$ cat config.mk
export PLATFORM = sky130hd
export DESIGN_NAME = ucr_regs
export DESIGN_NICKNAME = d
export VERILOG_FILES = /design/src/hdl/ucr_pkg.sv /design/src/hdl/ucr_fifo.sv /design/src/hdl/ucr_regs.sv
export SDC_FILE = /design/constraint.sdc
export NUM_CORES = 1
export LEC_CHECK = 0
export ABC_AREA = 1
export BUFFER_PORTS_ARGS = -buffer_cell sky130_fd_sc_hd__buf_2
export CORE_MARGIN = 2
export CORE_UTILIZATION = 35
export CTS_CLUSTER_SIZE = 24
export DETAILED_ROUTE_END_ITERATION = 10
export PLACE_DENSITY = 0.52
export SETUP_SLACK_MARGIN = 0.5
export SYNTH_ARGS = -nofsm -noshare
export SYNTH_HDL_FRONTEND = slang
export SYNTH_SLANG_ARGS = --single-unit
$ cat constraint.sdc
create_clock -name clk_i -period 16.95 [get_ports clk_i]
set_clock_uncertainty 0.1 [all_clocks]
set_input_delay 0.8475 -clock clk_i [delete_from_list [all_inputs] [get_ports clk_i]]
set_output_delay 0.8475 -clock clk_i [all_outputs]
set_load 0.1 [all_outputs]
$ cat src/hdl/ucr_pkg.sv
// Purpose: shared constants and carriers for the usb client local register block
// Assumes: 16-bit register locations, byte offsets as printed
// Notes:   upper byte of every location reads zero
package ucr_pkg;

  localparam logic [15:0] UCR_BASE          = 16'h4000;
  localparam int          UCR_SPAN_BYTES    = 48;
  localparam logic [15:0] OFS_CONTROL       = 16'h4000;
  localparam logic [15:0] OFS_IRQ_EN_MAIN   = 16'h4002;
  localparam logic [15:0] OFS_IRQ_ST_MAIN   = 16'h4004;
  localparam logic [15:0] OFS_IRQ_EN_FIFO   = 16'h4006;
  localparam logic [15:0] OFS_IRQ_ST_FIFO   = 16'h4008;
  localparam logic [15:0] OFS_RX_MB_INDEX   = 16'h4010;
  localparam logic [15:0] OFS_RX_MB_DATA    = 16'h4012;
  localparam logic [15:0] OFS_TX_MB_INDEX   = 16'h4018;
  localparam logic [15:0] OFS_TX_MB_DATA    = 16'h401a;
  localparam logic [15:0] OFS_RX_FIFO_DATA  = 16'h4020;
  localparam logic [15:0] OFS_RX_FIFO_COUNT = 16'h4022;
  localparam logic [15:0] OFS_RX_ALMOST_THR = 16'h4024;

  localparam logic [7:0] RST_BYTE = 8'h00;
  localparam logic [7:0] RST_THR  = 8'h06;

  // control bit positions
  localparam int CTL_CLK_GATE   = 7;
  localparam int CTL_SW_EOT     = 6;
  localparam int CTL_USB_EN     = 5;
  localparam int CTL_EP4_STALL  = 4;
  localparam int CTL_EP3_STALL  = 3;
  localparam int CTL_PIN_SEL    = 2;
  // main and fifo status bit positions
  localparam int IRQ_SUSPEND    = 7;
  localparam int IRQ_SOF        = 6;
  localparam int IRQ_EP4_SENT   = 4;
  localparam int IRQ_EP3_RCVD   = 3;
  localparam int IRQ_EP2_READ   = 2;
  localparam int IRQ_EP1_WRITE  = 1;
  localparam int IRQ_UPPER      = 0;
  localparam int IRQ_RX_AFULL   = 0;
  localparam int IRQ_TX_AEMPTY  = 1;
  // writable masks; reserved bits held at zero
  localparam logic [7:0] MASK_CONTROL = 8'hfc;
  localparam logic [7:0] MASK_EN_MAIN = 8'hde;
  localparam logic [7:0] MASK_EN_FIFO = 8'h03;

  typedef struct packed {
    logic        rd;
    logic        wr;
    logic [15:0] addr;
    logic [7:0]  wdata;
  } ucr_cpu_req_t;

  typedef struct packed {
    logic suspend;
    logic sof;
    logic ep4_sent;
    logic ep3_rcvd;
    logic ep2_read;
    logic ep1_write;
    logic tx_aempty;
  } ucr_usb_evt_t;

  typedef enum logic [1:0] {
    DESC_NONE  = 2'b00,
    DESC_ACK   = 2'b01,
    DESC_NAK   = 2'b10,
    DESC_STALL = 2'b11
  } ucr_hs_t;

endpackage : ucr_pkg

$ cat src/hdl/ucr_fifo.sv
// Purpose: receive byte fifo between usb side and cpu data port
// Assumes: one clock, push and pop in the same cycle allowed
// Notes:   depth must be a power of two
`timescale 1ns/10ps
`default_nettype none
module ucr_fifo #(
  parameter int WIDTH = 8,
  parameter int DEPTH = 8
) (
  input  wire logic             clk_i,
  input  wire logic             rst_i,
  input  wire logic             flush_i,
  input  wire logic             in_valid_i,
  output logic                  in_ready_o,
  input  wire logic [WIDTH-1:0] in_data_i,
  output logic                  out_valid_o,
  input  wire logic             out_ready_i,
  output logic      [WIDTH-1:0] out_data_o,
  output logic [$clog2(DEPTH):0] count_o
);
  localparam int AW = $clog2(DEPTH);

  generate
    if (DEPTH < 2 || (1 << AW) != DEPTH || WIDTH < 1) begin : g_bad_param
      $error("ucr_fifo: depth must be a power of two of at least 2");
    end
  endgenerate

  logic [WIDTH-1:0] mem_r [DEPTH];
  logic [AW-1:0]    wp_r, wp_nxt, rp_r, rp_nxt;
  logic [AW:0]      cnt_r, cnt_nxt;
  logic             push, pop;

  assign in_ready_o  = (cnt_r != DEPTH[AW:0]);
  assign out_valid_o = (cnt_r != '0);
  assign out_data_o  = mem_r[rp_r];
  assign count_o     = cnt_r;
  assign push        = in_valid_i & in_ready_o;
  assign pop         = out_valid_o & out_ready_i;

  always_comb begin
    wp_nxt  = wp_r + AW'(push);
    rp_nxt  = rp_r + AW'(pop);
    cnt_nxt = cnt_r + (AW+1)'(push) - (AW+1)'(pop);
    if (flush_i) begin
      wp_nxt  = '0;
      rp_nxt  = '0;
      cnt_nxt = '0;
    end
  end

  always_ff @(posedge clk_i or posedge rst_i) begin
    if (rst_i) begin
      wp_r  <= '0;
      rp_r  <= '0;
      cnt_r <= '0;
    end else begin
      wp_r  <= wp_nxt;
      rp_r  <= rp_nxt;
      cnt_r <= cnt_nxt;
    end
  end

  // storage has no reset; content is only read behind a valid count
  always_ff @(posedge clk_i) begin
    if (push && !flush_i) begin
      mem_r[wp_r] <= in_data_i;
    end
  end
endmodule // ucr_fifo
`default_nettype wire

$ cat src/hdl/ucr_regs.sv
// Purpose: local cpu register block of an embedded usb 1.1 client
// Assumes: cpu strobes are one-cycle, synchronous; usb events arrive as pulses
// Notes:   usb protocol engine sits outside and takes the answers below
//
// Notes on behaviour
// - The registers form a 48-byte region at the usb base reached by the cpu bus.
// - The usb clock gate depends only on its own bit, never on chip power save.
// - Descriptor reads get NAK until the usb enable bit is set.
// - With endpoint 4 stall set, bulk reads of the transmit fifo get STALL and no data.
// - With endpoint 3 stall set, bulk writes to the receive fifo get STALL and are dropped.
// - The pin select bit routes the four shared pins to usb when 1, to gpio when 0.
// - The main enable register gates suspend, sof, ep4 sent, ep3 received, ep2 and ep1 events.
// - Each event sets its main status bit; writing 1 clears it.
// - The 3-bit receive index selects the mailbox read and steps after each read, wrapping.
// - Eight receive mailboxes are filled by the host and read byte by byte by the cpu.
// - The 3-bit transmit index selects the mailbox accessed and steps after each access.
`timescale 1ns/10ps
`default_nettype none
module ucr_regs #(
  parameter int FIFO_DEPTH = 8,
  parameter int MB_COUNT   = 8
) (
  input  wire logic                 clk_i,
  input  wire logic                 rst_i,
  input  wire ucr_pkg::ucr_cpu_req_t cpu_req_i,
  output logic               [15:0] cpu_rdata_o,
  output logic                      cpu_hit_o,
  input  wire ucr_pkg::ucr_usb_evt_t usb_evt_i,
  input  wire logic                 ep1_wr_i,
  input  wire logic           [2:0] ep1_wr_idx_i,
  input  wire logic           [7:0] ep1_wr_data_i,
  input  wire logic           [2:0] ep2_rd_idx_i,
  output logic                [7:0] ep2_rd_data_o,
  input  wire logic                 desc_req_i,
  output ucr_pkg::ucr_hs_t          desc_hs_o,
  input  wire logic                 ep4_in_req_i,
  output ucr_pkg::ucr_hs_t          ep4_hs_o,
  input  wire logic                 ep3_out_valid_i,
  input  wire logic           [7:0] ep3_out_data_i,
  output ucr_pkg::ucr_hs_t          ep3_hs_o,
  output logic                      usb_clk_en_o,
  output logic                      sw_eot_o,
  output logic                      pin_usb_sel_o,
  input  wire logic           [3:0] usb_pin_out_i,
  input  wire logic           [3:0] gpio_out_i,
  output logic                [3:0] pin_o
);
  import ucr_pkg::*;

  // index fields are 3 bits wide and the count register holds one byte
  generate
    if (MB_COUNT != 8) begin : g_bad_mb
      $error("ucr_regs: mailbox count must be 8");
    end
    if (FIFO_DEPTH < 2 || FIFO_DEPTH > 128) begin : g_bad_depth
      $error("ucr_regs: fifo depth must lie between 2 and 128");
    end
  endgenerate

  function automatic logic hit(input logic [15:0] a, input logic [15:0] ofs);
    hit = (a == ofs);
  endfunction

  ////////////////////////////////////////////////////////////////////////////
  // decode
  logic in_region, wr, rd;
  assign in_region = (cpu_req_i.addr >= UCR_BASE)
                   && (cpu_req_i.addr < UCR_BASE + 16'(UCR_SPAN_BYTES));
  assign wr = cpu_req_i.wr & in_region;
  assign rd = cpu_req_i.rd & in_region;
  assign cpu_hit_o = in_region & (cpu_req_i.wr | cpu_req_i.rd);

  ////////////////////////////////////////////////////////////////////////////
  // registers
  logic [7:0] ctl_r, ctl_nxt;
  logic [7:0] en_main_r, en_main_nxt;
  logic [7:0] st_main_r, st_main_nxt;
  logic [7:0] en_fifo_r, en_fifo_nxt;
  logic [7:0] st_fifo_r, st_fifo_nxt;
  logic [7:0] thr_r, thr_nxt;
  logic [2:0] rx_idx_r, rx_idx_nxt;
  logic [2:0] tx_idx_r, tx_idx_nxt;
  logic [7:0] rx_mb_r [MB_COUNT];
  logic [7:0] tx_mb_r [MB_COUNT];
  logic [15:0] rdata_r, rdata_nxt;

  logic [7:0] ev_main;
  logic       rx_afull_ev, rx_push, rx_ready;
  logic       rx_pop, rx_valid;
  logic [7:0] rx_dout;
  logic [$clog2(FIFO_DEPTH):0] rx_cnt;

  // event sets are gated by the matching enable
  always_comb begin
    ev_main = '0;
    ev_main[IRQ_SUSPEND]   = usb_evt_i.suspend;
    ev_main[IRQ_SOF]       = usb_evt_i.sof;
    ev_main[IRQ_EP4_SENT]  = usb_evt_i.ep4_sent;
    ev_main[IRQ_EP3_RCVD]  = usb_evt_i.ep3_rcvd;
    ev_main[IRQ_EP2_READ]  = usb_evt_i.ep2_read;
    ev_main[IRQ_EP1_WRITE] = usb_evt_i.ep1_write | ep1_wr_i;
    ev_main = ev_main & en_main_r;
  end

  // almost-full: count at threshold and another byte taken in
  assign rx_afull_ev = rx_push && (8'(rx_cnt) == thr_r);

  always_comb begin
    ctl_nxt     = ctl_r;
    en_main_nxt = en_main_r;
    en_fifo_nxt = en_fifo_r;
    thr_nxt     = thr_r;
    rx_idx_nxt  = rx_idx_r;
    tx_idx_nxt  = tx_idx_r;
    st_main_nxt = st_main_r;
    st_fifo_nxt = st_fifo_r;
    if (wr) begin
      if (hit(cpu_req_i.addr, OFS_CONTROL))
        ctl_nxt = cpu_req_i.wdata & MASK_CONTROL;
      if (hit(cpu_req_i.addr, OFS_IRQ_EN_MAIN))
        en_main_nxt = cpu_req_i.wdata & MASK_EN_MAIN;
      if (hit(cpu_req_i.addr, OFS_IRQ_EN_FIFO))
        en_fifo_nxt = cpu_req_i.wdata & MASK_EN_FIFO;
      if (hit(cpu_req_i.addr, OFS_RX_ALMOST_THR))
        thr_nxt = cpu_req_i.wdata;
      if (hit(cpu_req_i.addr, OFS_RX_MB_INDEX))
        rx_idx_nxt = cpu_req_i.wdata[2:0];
      if (hit(cpu_req_i.addr, OFS_TX_MB_INDEX))
        tx_idx_nxt = cpu_req_i.wdata[2:0];
      if (hit(cpu_req_i.addr, OFS_IRQ_ST_MAIN))
        st_main_nxt = st_main_r & ~(cpu_req_i.wdata & MASK_EN_MAIN);
      if (hit(cpu_req_i.addr, OFS_IRQ_ST_FIFO))
        st_fifo_nxt = st_fifo_r & ~(cpu_req_i.wdata & MASK_EN_FIFO);
    end
    // set wins over a same-cycle clear
    st_main_nxt = st_main_nxt | ev_main;
    st_fifo_nxt[IRQ_RX_AFULL]  = st_fifo_nxt[IRQ_RX_AFULL]
                               | (rx_afull_ev & en_fifo_r[IRQ_RX_AFULL]);
    st_fifo_nxt[IRQ_TX_AEMPTY] = st_fifo_nxt[IRQ_TX_AEMPTY]
                               | (usb_evt_i.tx_aempty & en_fifo_r[IRQ_TX_AEMPTY]);
    st_main_nxt[IRQ_UPPER] = |st_fifo_nxt;
    // index step after data access, 3-bit wrap
    if (rd && hit(cpu_req_i.addr, OFS_RX_MB_DATA))
      rx_idx_nxt = rx_idx_r + 3'h1;
    if ((rd || wr) && hit(cpu_req_i.addr, OFS_TX_MB_DATA))
      tx_idx_nxt = tx_idx_r + 3'h1;
    if (!ctl_nxt[CTL_SW_EOT] || !usb_evt_i.ep4_sent) begin
    end else begin
      ctl_nxt[CTL_SW_EOT] = 1'b0;
    end
  end

  // read mux; upper byte always zero
  always_comb begin
    rdata_nxt = '0;
    if (rd) begin
      unique case (cpu_req_i.addr)
        OFS_CONTROL:       rdata_nxt[7:0] = ctl_r;
        OFS_IRQ_EN_MAIN:   rdata_nxt[7:0] = en_main_r;
        OFS_IRQ_ST_MAIN:   rdata_nxt[7:0] = st_main_r;
        OFS_IRQ_EN_FIFO:   rdata_nxt[7:0] = en_fifo_r;
        OFS_IRQ_ST_FIFO:   rdata_nxt[7:0] = st_fifo_r;
        OFS_RX_MB_INDEX:   rdata_nxt[7:0] = {5'h00, rx_idx_r};
        OFS_RX_MB_DATA:    rdata_nxt[7:0] = rx_mb_r[rx_idx_r];
        OFS_TX_MB_INDEX:   rdata_nxt[7:0] = {5'h00, tx_idx_r};
        OFS_TX_MB_DATA:    rdata_nxt[7:0] = tx_mb_r[tx_idx_r];
        OFS_RX_FIFO_DATA:  rdata_nxt[7:0] = rx_valid ? rx_dout : 8'h00;
        OFS_RX_FIFO_COUNT: rdata_nxt[7:0] = 8'(rx_cnt);
        OFS_RX_ALMOST_THR: rdata_nxt[7:0] = thr_r;
        default:           rdata_nxt = '0;
      endcase
    end
  end

  always_ff @(posedge clk_i or posedge rst_i) begin
    if (rst_i) begin
      ctl_r     <= RST_BYTE;
      en_main_r <= RST_BYTE;
      st_main_r <= RST_BYTE;
      en_fifo_r <= RST_BYTE;
      st_fifo_r <= RST_BYTE;
      thr_r     <= RST_THR;
      rx_idx_r  <= 3'h0;
      tx_idx_r  <= 3'h0;
      rdata_r   <= 16'h0000;
    end else begin
      ctl_r     <= ctl_nxt;
      en_main_r <= en_main_nxt;
      st_main_r <= st_main_nxt;
      en_fifo_r <= en_fifo_nxt;
      st_fifo_r <= st_fifo_nxt;
      thr_r     <= thr_nxt;
      rx_idx_r  <= rx_idx_nxt;
      tx_idx_r  <= tx_idx_nxt;
      rdata_r   <= rdata_nxt;
    end
  end
  assign cpu_rdata_o = rdata_r;

  ////////////////////////////////////////////////////////////////////////////
  // mailboxes
  logic [7:0]          rx_mb_nxt [MB_COUNT];
  logic [7:0]          tx_mb_nxt [MB_COUNT];
  logic [7:0]          ep2_rd_nxt;
  logic [MB_COUNT-1:0] rx_mb_we, tx_mb_we;
  logic                tx_mb_wr;

  assign tx_mb_wr = wr && hit(cpu_req_i.addr, OFS_TX_MB_DATA);

  // one strobe per byte; host and cpu sides never write the same bank
  genvar g;
  generate
    for (g = 0; g < MB_COUNT; g++) begin : g_mb
      assign rx_mb_we[g] = ep1_wr_i && (ep1_wr_idx_i == 3'(g));
      assign tx_mb_we[g] = tx_mb_wr && (tx_idx_r == 3'(g));
    end
  endgenerate

  always_comb begin
    for (int i = 0; i < MB_COUNT; i++) begin
      rx_mb_nxt[i] = rx_mb_we[i] ? ep1_wr_data_i : rx_mb_r[i];
      tx_mb_nxt[i] = tx_mb_we[i] ? cpu_req_i.wdata : tx_mb_r[i];
    end
    // engine read is registered: one cycle from index to data
    ep2_rd_nxt = tx_mb_r[ep2_rd_idx_i];
  end

  always_ff @(posedge clk_i or posedge rst_i) begin
    if (rst_i) begin
      for (int i = 0; i < MB_COUNT; i++) begin
        rx_mb_r[i] <= RST_BYTE;
        tx_mb_r[i] <= RST_BYTE;
      end
      ep2_rd_data_o <= RST_BYTE;
    end else begin
      for (int i = 0; i < MB_COUNT; i++) begin
        rx_mb_r[i] <= rx_mb_nxt[i];
        tx_mb_r[i] <= tx_mb_nxt[i];
      end
      ep2_rd_data_o <= ep2_rd_nxt;
    end
  end

  ////////////////////////////////////////////////////////////////////////////
  // receive fifo; stall or full drops the byte
  assign rx_push = ep3_out_valid_i && !ctl_r[CTL_EP3_STALL] && rx_ready;
  assign rx_pop  = rd && hit(cpu_req_i.addr, OFS_RX_FIFO_DATA);

  ucr_fifo #(
    .WIDTH (8),
    .DEPTH (FIFO_DEPTH)
  ) u_rx_fifo (
    .clk_i       (clk_i),
    .rst_i       (rst_i),
    .flush_i     (1'b0),
    .in_valid_i  (ep3_out_valid_i & ~ctl_r[CTL_EP3_STALL]),
    .in_ready_o  (rx_ready),
    .in_data_i   (ep3_out_data_i),
    .out_valid_o (rx_valid),
    .out_ready_i (rx_pop),
    .out_data_o  (rx_dout),
    .count_o     (rx_cnt)
  );

  ////////////////////////////////////////////////////////////////////////////
  // handshake answers to the usb engine; combinational so the engine
  // can answer within the same token slot
  always_comb begin
    desc_hs_o = DESC_NONE;
    if (desc_req_i) begin
      desc_hs_o = ctl_r[CTL_USB_EN] ? DESC_ACK : DESC_NAK;
    end
  end

  always_comb begin
    ep4_hs_o = DESC_NONE;
    if (ep4_in_req_i) begin
      ep4_hs_o = ctl_r[CTL_EP4_STALL] ? DESC_STALL : DESC_ACK;
    end
  end

  // a full fifo refuses with nak so the host retries later
  always_comb begin
    ep3_hs_o = DESC_NONE;
    if (ep3_out_valid_i) begin
      ep3_hs_o = ctl_r[CTL_EP3_STALL] ? DESC_STALL
               : (rx_ready ? DESC_ACK : DESC_NAK);
    end
  end

  // gate follows only its own bit; no power-save input exists
  assign usb_clk_en_o  = ctl_r[CTL_CLK_GATE];
  assign sw_eot_o      = ctl_r[CTL_SW_EOT];
  assign pin_usb_sel_o = ctl_r[CTL_PIN_SEL];
  always_comb begin
    pin_o = ctl_r[CTL_PIN_SEL] ? usb_pin_out_i : gpio_out_i;
  end
endmodule // ucr_regs
`default_nettype wire

; Word-level counts from Yosys, hierarchy flattened
; Memory sizes are Yosys's and may differ from the RTL's.
; Cells that the tools add are included.
[totals]
latchBits = 0
output_inout_bits = 38
mem_count = 1
regBits = 206
ramBits = 64
mem_bits_ro = 0
inputBits = 69
word_cells = 170
[memory_table]
columns = name, words, word_bits, rd, rd_ports_with_merged_regs, wr, line
row1 = u_rx_fifo.mem_r, 8, 8, 1, 0, 1, ucr_fifo.sv:29  ; logic [WIDTH-1:0] mem_r [DEPTH];
[op_classes]
n_eq_ne = 28
bitwise = 22
mul = 0
shift = 0
n_addsub = 6
n_lt_le_gt_ge = 5
muxes = 35
n_reduce_logical = 43
n_div = 0
[op_table]
columns = operator, n
row1 = 16-bit by 15-bit == test with 1-bit output (second input constant), 12
row2 = 8-bit 2-to-1 mux, 12
row3 = 8-bit one-hot mux with 12 select lines, 1
row4 = 8-bit binary-select mux with 3-bit select, 3
row5 = 8-bit AND, 3
row6 = 3-bit == test (second input constant), 8
row7 = 1-bit logical AND, 24
row8 = 3-bit 2-to-1 mux, 6
row9 = 16-bit by 15-bit greater-or-equal comparator with 1-bit output (second input constant), 1
row10 = 16-bit by 15-bit less-than comparator with 1-bit output (second input constant), 1
row11 = 2-bit 2-to-1 mux, 7
row12 = 7-bit 2-to-1 mux, 2
row13 = 3-bit by 2-bit == test with 1-bit output (second input constant), 4
row14 = 4-bit greater-or-equal comparator (second input constant), 3
row15 = 3-bit inverter with 4-bit output, 3
row16 = 2-bit AND reduction, 6
row17 = 1-bit AND, 8
row18 = 4-bit by 8-bit == test with 1-bit output, 1
row19 = 2-bit inverter with 8-bit output, 1
row20 = 8-bit inverter, 1
row21 = 8-bit OR, 1
row22 = 2-bit nonzero test, 4
row23 = 8-bit OR reduction, 1
row24 = 3-bit by 1-bit adder with 3-bit output, 2
row25 = other kinds (13), 24

; Longest topological paths before layout
[logic_depth]
ltp_word = 7
mapped_depth = 13
depth_no_buf = 13

; By module
; From an unflattened synthesis, not the netlist that was laid out.
[hier_totals]
hier_cells = 1603
area_unflattened_um2 = 12959.9
[by_module_without_submodules]
columns = module, instances, cells_per_inst, area_each_um2, seq_area_each_um2
row1 = ucr_regs, 1, 1250, 9495.4, 4531.8
row2 = ucr_fifo, 1, 353, 3464.6, 2172.1

; Worst setup path before layout
; OpenSTA, ideal clock, no wires.
[synth_path]
path_kind = register to output
from = reg u_rx_fifo.cnt_r[2], in the netlist u_rx_fifo.count_o[2]
to = out ep3_hs_o[1]
required_ps = 16002
slack_ps = 13807
t_arrival_ps = 2196
stages_incl_launch_ff = 6
path_buffers = 0
cell_sequence = dfrtp_1 > inv_1 > ha_1 > nor3b_1 > nor2_1 > nor2_1
[synth_between]
elab_chain_cells = 4
[synth_rtl]
columns = element, line
row1 = "start, declared", ucr_fifo.sv:31  ; logic [AW:0] cnt_r, cnt_nxt;
row2 = "start signal, assigned", ucr_fifo.sv:60  ; cnt_r <= cnt_nxt;
row3 = 4-bit != test, ucr_fifo.sv:34  ; assign in_ready_o = (cnt_r != DEPTH[AW:0]);
row4 = 2-bit 2-to-1 mux, ucr_regs.sv:287  ; : (rx_ready ? DESC_ACK : DESC_NAK);
row5 = 2-bit 2-to-1 mux, ucr_regs.sv:286  ; ep3_hs_o = ctl_r[CTL_EP3_STALL] ? DESC_STALL
row6 = 2-bit 2-to-1 mux, ucr_regs.sv:285  ; if (ep3_out_valid_i) begin
row7 = "end, declared", ucr_regs.sv:40  ; output ucr_pkg::ucr_hs_t ep3_hs_o,
; No other way between the ends.

; Worst setup path in the final report
; Same ends and word-level chain as after synthesis.

==> metrics.cfg <==
[final_layout]
post_route_cells_drive_above_1_share_pct=12.5
n_antenna_cell=0
final_design_area_no_fill_um2=14300
nNetsFinal=1637
n_fill_cell=3631
post-route-util_pct=40.4
area.growth.synth_to_final_pct=14.3

[synthesis]
synth_top_cells_by_count=299 x sky130_fd_sc_hd__nand2_1, 262 x sky130_fd_sc_hd__nor2_1, 194 x sky130_fd_sc_hd__o21ai_0
post_synth_fa_ha_maj_area_fraction_pct=1.86
postSynthCellCount=1486
post_synth_main_area_contributors=sky130_fd_sc_hd__dfrtp_1 38%, sky130_fd_sc_hd__edfxtp_1 15%, sky130_fd_sc_hd__nand2_1 9.0%
yosysUniqueCellTypes=40
synth-seq-area-share_pct=53.6
postSynthRegisterBits=255
post_synth_and_or_nand_nor_area_fraction_pct=23.3
avgSynthCellArea_um2=8.42
asyncSetResetFlopFracSynth_pct=74.9
synthDominantAreaCellType=sky130_fd_sc_hd__dfrtp_1
synth-edff-count=64
mappedNetlistArea_um2=12500
synth_top_family_by_area=simple AND/OR/NAND/NOR gates
dominant_synthesized_flop_cell=sky130_fd_sc_hd__dfrtp_1
synth-compound-area-share_pct=14.4
synth_top_cell_area_share_pct=37.8
synthMostInstantiatedCell=sky130_fd_sc_hd__nand2_1
ys_warn_count=0
post_synth_xor_area_fraction_pct=0.420
share_of_cell_area_taken_by_muxes_after_synthesis_pct=0.360

[sta]
report.final.slew_viol_count=0
final_min_period_over_clock_period_pct=19.6
max_clock_freq_ghz=0.301
slew_headroom_pct=18.0
unrepaired_setup_endpoints_after_global_routing=false
max_slew.worst_pin.slew_ns=1.22
period_minus_slack_ns=3.32
worst_setup_slack_after_layout_ns=13.63
final-hold-violation-count=0
finalSetupTns_ns=0
finalSetupViolCount=0

[worst_setup_path]
timing_worst_setup_path_type=flop to primary output
worst_setup_path_end_kind=primary output
timing.critical_path.from_type=flop
cp_data_required_time_ns=16.00
worst_r2r_path_cells=7
worstPathArrival_ns=2.37
crit-reg2reg-launch=u_rx_fifo.count_o[2]
timing.reg2reg.setup_slack_ns=14.27
worst_r2r_endpoint=u_rx_fifo.mem_r[6][3]
critical_path.max_fanout=3

[cts]
worst_skew_pair.late_latency_ns=0.57
cts_post_setup_buffers_inserted=0
cts.sinks=255
hold_buffers_post_cts=0
cts_tree=built
clockBufferDepth=3
post_cts_resize_count=0
ctsRootBufferMaster=sky130_fd_sc_hd__clkbuf_16
number_of_h_tree_levels=1
cts.reportedPaths.clkPinSlew_ns=0.06
cts_made_buffers=30

[routing]
routed-via-count=10200
wl_met2_um=16200
dr.first_iter.drc_count=825
wire_per_inst_um=17.7
dr.pass1.iters=5
routed_wl_um=36000
remaining_drc_errors=0
wl_met1_um=16900
wl_met3_um=2140
ant_nets=0
vias_per_cell=5.04
top_layer=met5

[floorplanning]
floorplan.rows=69
floorplan.die.width_um=193
io_pins=107
core-area_um2=35400
height_of_the_die_um=193
fp.dieArea_um2=37300
initial_utilization_pct=35.4

[place]
place_area_um2=13300
detailedPlacementHpwl_um=23400
routabilityCongestion=0.828
dp_worst_setup_slack_ns=13.31
io_port_bufs=98

[hold_path]
hold_path.class=input port to flop
hp-start=usb_evt_i[4]
holdPathStages=2
hold_path_end=ctl_r[6]

[grt]
grt_pass1_vias=9823
global_route_wire_length_before_repair_um=56700
grt_start_max_net_pins=145
grtUsageTotal_pct=19.7
grt_antenna_before_repair=1
grt-ovfl-total=0

[job]
drv_cap=0

[status]
result_of_the_run=finished, final reports clean

[power_and_ir_drop]
vdd.ir_drop.worst_uv=83.8
powerDensity_nw_per_um2=110
reported_leakage_power_nw=6.52

-- power breakdown --
group	leakage [nW]	internal [mW]	total [mW]	switching, mW
sequential	3.11	0.696	0.726	0.0303
clock	0.492	0.398	0.656	0.257
combinational	2.91	0.0574	0.198	0.140
total	6.52	1.15	1.58	0.428
-- per-layer routing --
layer,track usage [%],vias up
met2,30.8,296
met5,0,-
li1,-,5063
met3,3.55,51
met4,4.90,2
met1,28.3,4828
-- worst max-delay path by stage --
stage | start | endpoint | slack, ns | depth (start not counted)
floorplan | rst_i | cpu_rdata_o[0] | 10.81 | 1
global placement | cpu_req_i[17] | u_rx_fifo.count_o[2] | 13.43 | 12
detailed placement | cpu_req_i[17] | u_rx_fifo.count_o[2] | 13.31 | 12
CTS | u_rx_fifo.count_o[2] | ep3_hs_o[1] | 13.60 | 6
global route | u_rx_fifo.count_o[2] | ep3_hs_o[1] | 13.45 | 6
finish | u_rx_fifo.count_o[2] | ep3_hs_o[1] | 13.63 | 6
-- stage by stage --
step | power [mW] | cells | hold WS, ns
2_1_floorplan | 0.876 | 1493 | 0.348
3_3_place_gp | 0.930 | 1979 | 0.361
3_5_place_dp | 0.936 | 1979 | 0.368
4_1_cts | 1.60 | 2033 | 0.340
5_1_grt | 1.65 | 2033 | 0.368
6_report | 1.58 | 2033 | 0.369
-- state kept, by name, summed over array words and instances, names as in the netlist --
| signal | cells |
|---|---|
| cpu_rdata_o | 8 |
| ctl_r | 6 |
| en_fifo_r | 2 |
| en_main_r | 6 |
| ep2_rd_data_o | 8 |
| rx_idx_r | 3 |
| rx_mb_r | 64 |
| st_fifo_r | 2 |
| st_main_r | 7 |
| thr_r | 8 |
| tx_idx_r | 3 |
| tx_mb_r | 64 |
| u_rx_fifo.count_o | 4 |
| u_rx_fifo.mem_r | 64 |
| u_rx_fifo.rp_r | 3 |
| u_rx_fifo.wp_r | 3 |
-- final cells by class --
cell class,count,area (um^2),share of cell area (%)
Clock buffer,41,862,6.03
Clock inverter,13,151,1.06
Timing Repair Buffer,107,558,3.90
Tap cell,461,577,4.03
Multi-Input combinational cell,1059,5080,35.5
Inverter,97,372,2.60
Sequential cell,255,6700,46.9
-- cell usage in the layout, fill, tap and decap left out, types with 16 or more instances in the layout --
master,count
sky130_fd_sc_hd__a21oi_1,16
sky130_fd_sc_hd__buf_2,98
sky130_fd_sc_hd__clkbuf_16,30
sky130_fd_sc_hd__dfrtp_1,189
sky130_fd_sc_hd__edfxtp_1,64
sky130_fd_sc_hd__ha_1,17
sky130_fd_sc_hd__inv_1,85
sky130_fd_sc_hd__nand2_1,299
sky130_fd_sc_hd__nand3_1,64
sky130_fd_sc_hd__nand4_1,24
sky130_fd_sc_hd__nor2_1,262
sky130_fd_sc_hd__o211ai_1,17
sky130_fd_sc_hd__o21ai_0,194
sky130_fd_sc_hd__o21ai_1,85
-- logic make-up after synthesis --
family	count (synthesis)
multiplexers	4
AND/OR/NAND/NOR	683
adder cells (fa/ha/maj)	18
XOR/XNOR	6
other	1
buffers and inverters	179
flip-flops	255
AO/OA/AOI/OAI	340
-- worst max-delay path: stages, from the launching register on --
cell and delay [ns]:
sky130_fd_sc_hd__dfrtp_1 0.43, sky130_fd_sc_hd__inv_1 0.12, sky130_fd_sc_hd__ha_1 0.14, sky130_fd_sc_hd__nor3b_1 0.50, sky130_fd_sc_hd__nor2_1 0.08, sky130_fd_sc_hd__nor2_1 0.10
sky130_fd_sc_hd__buf_2 0.43
(Power assumes the default switching activity.)
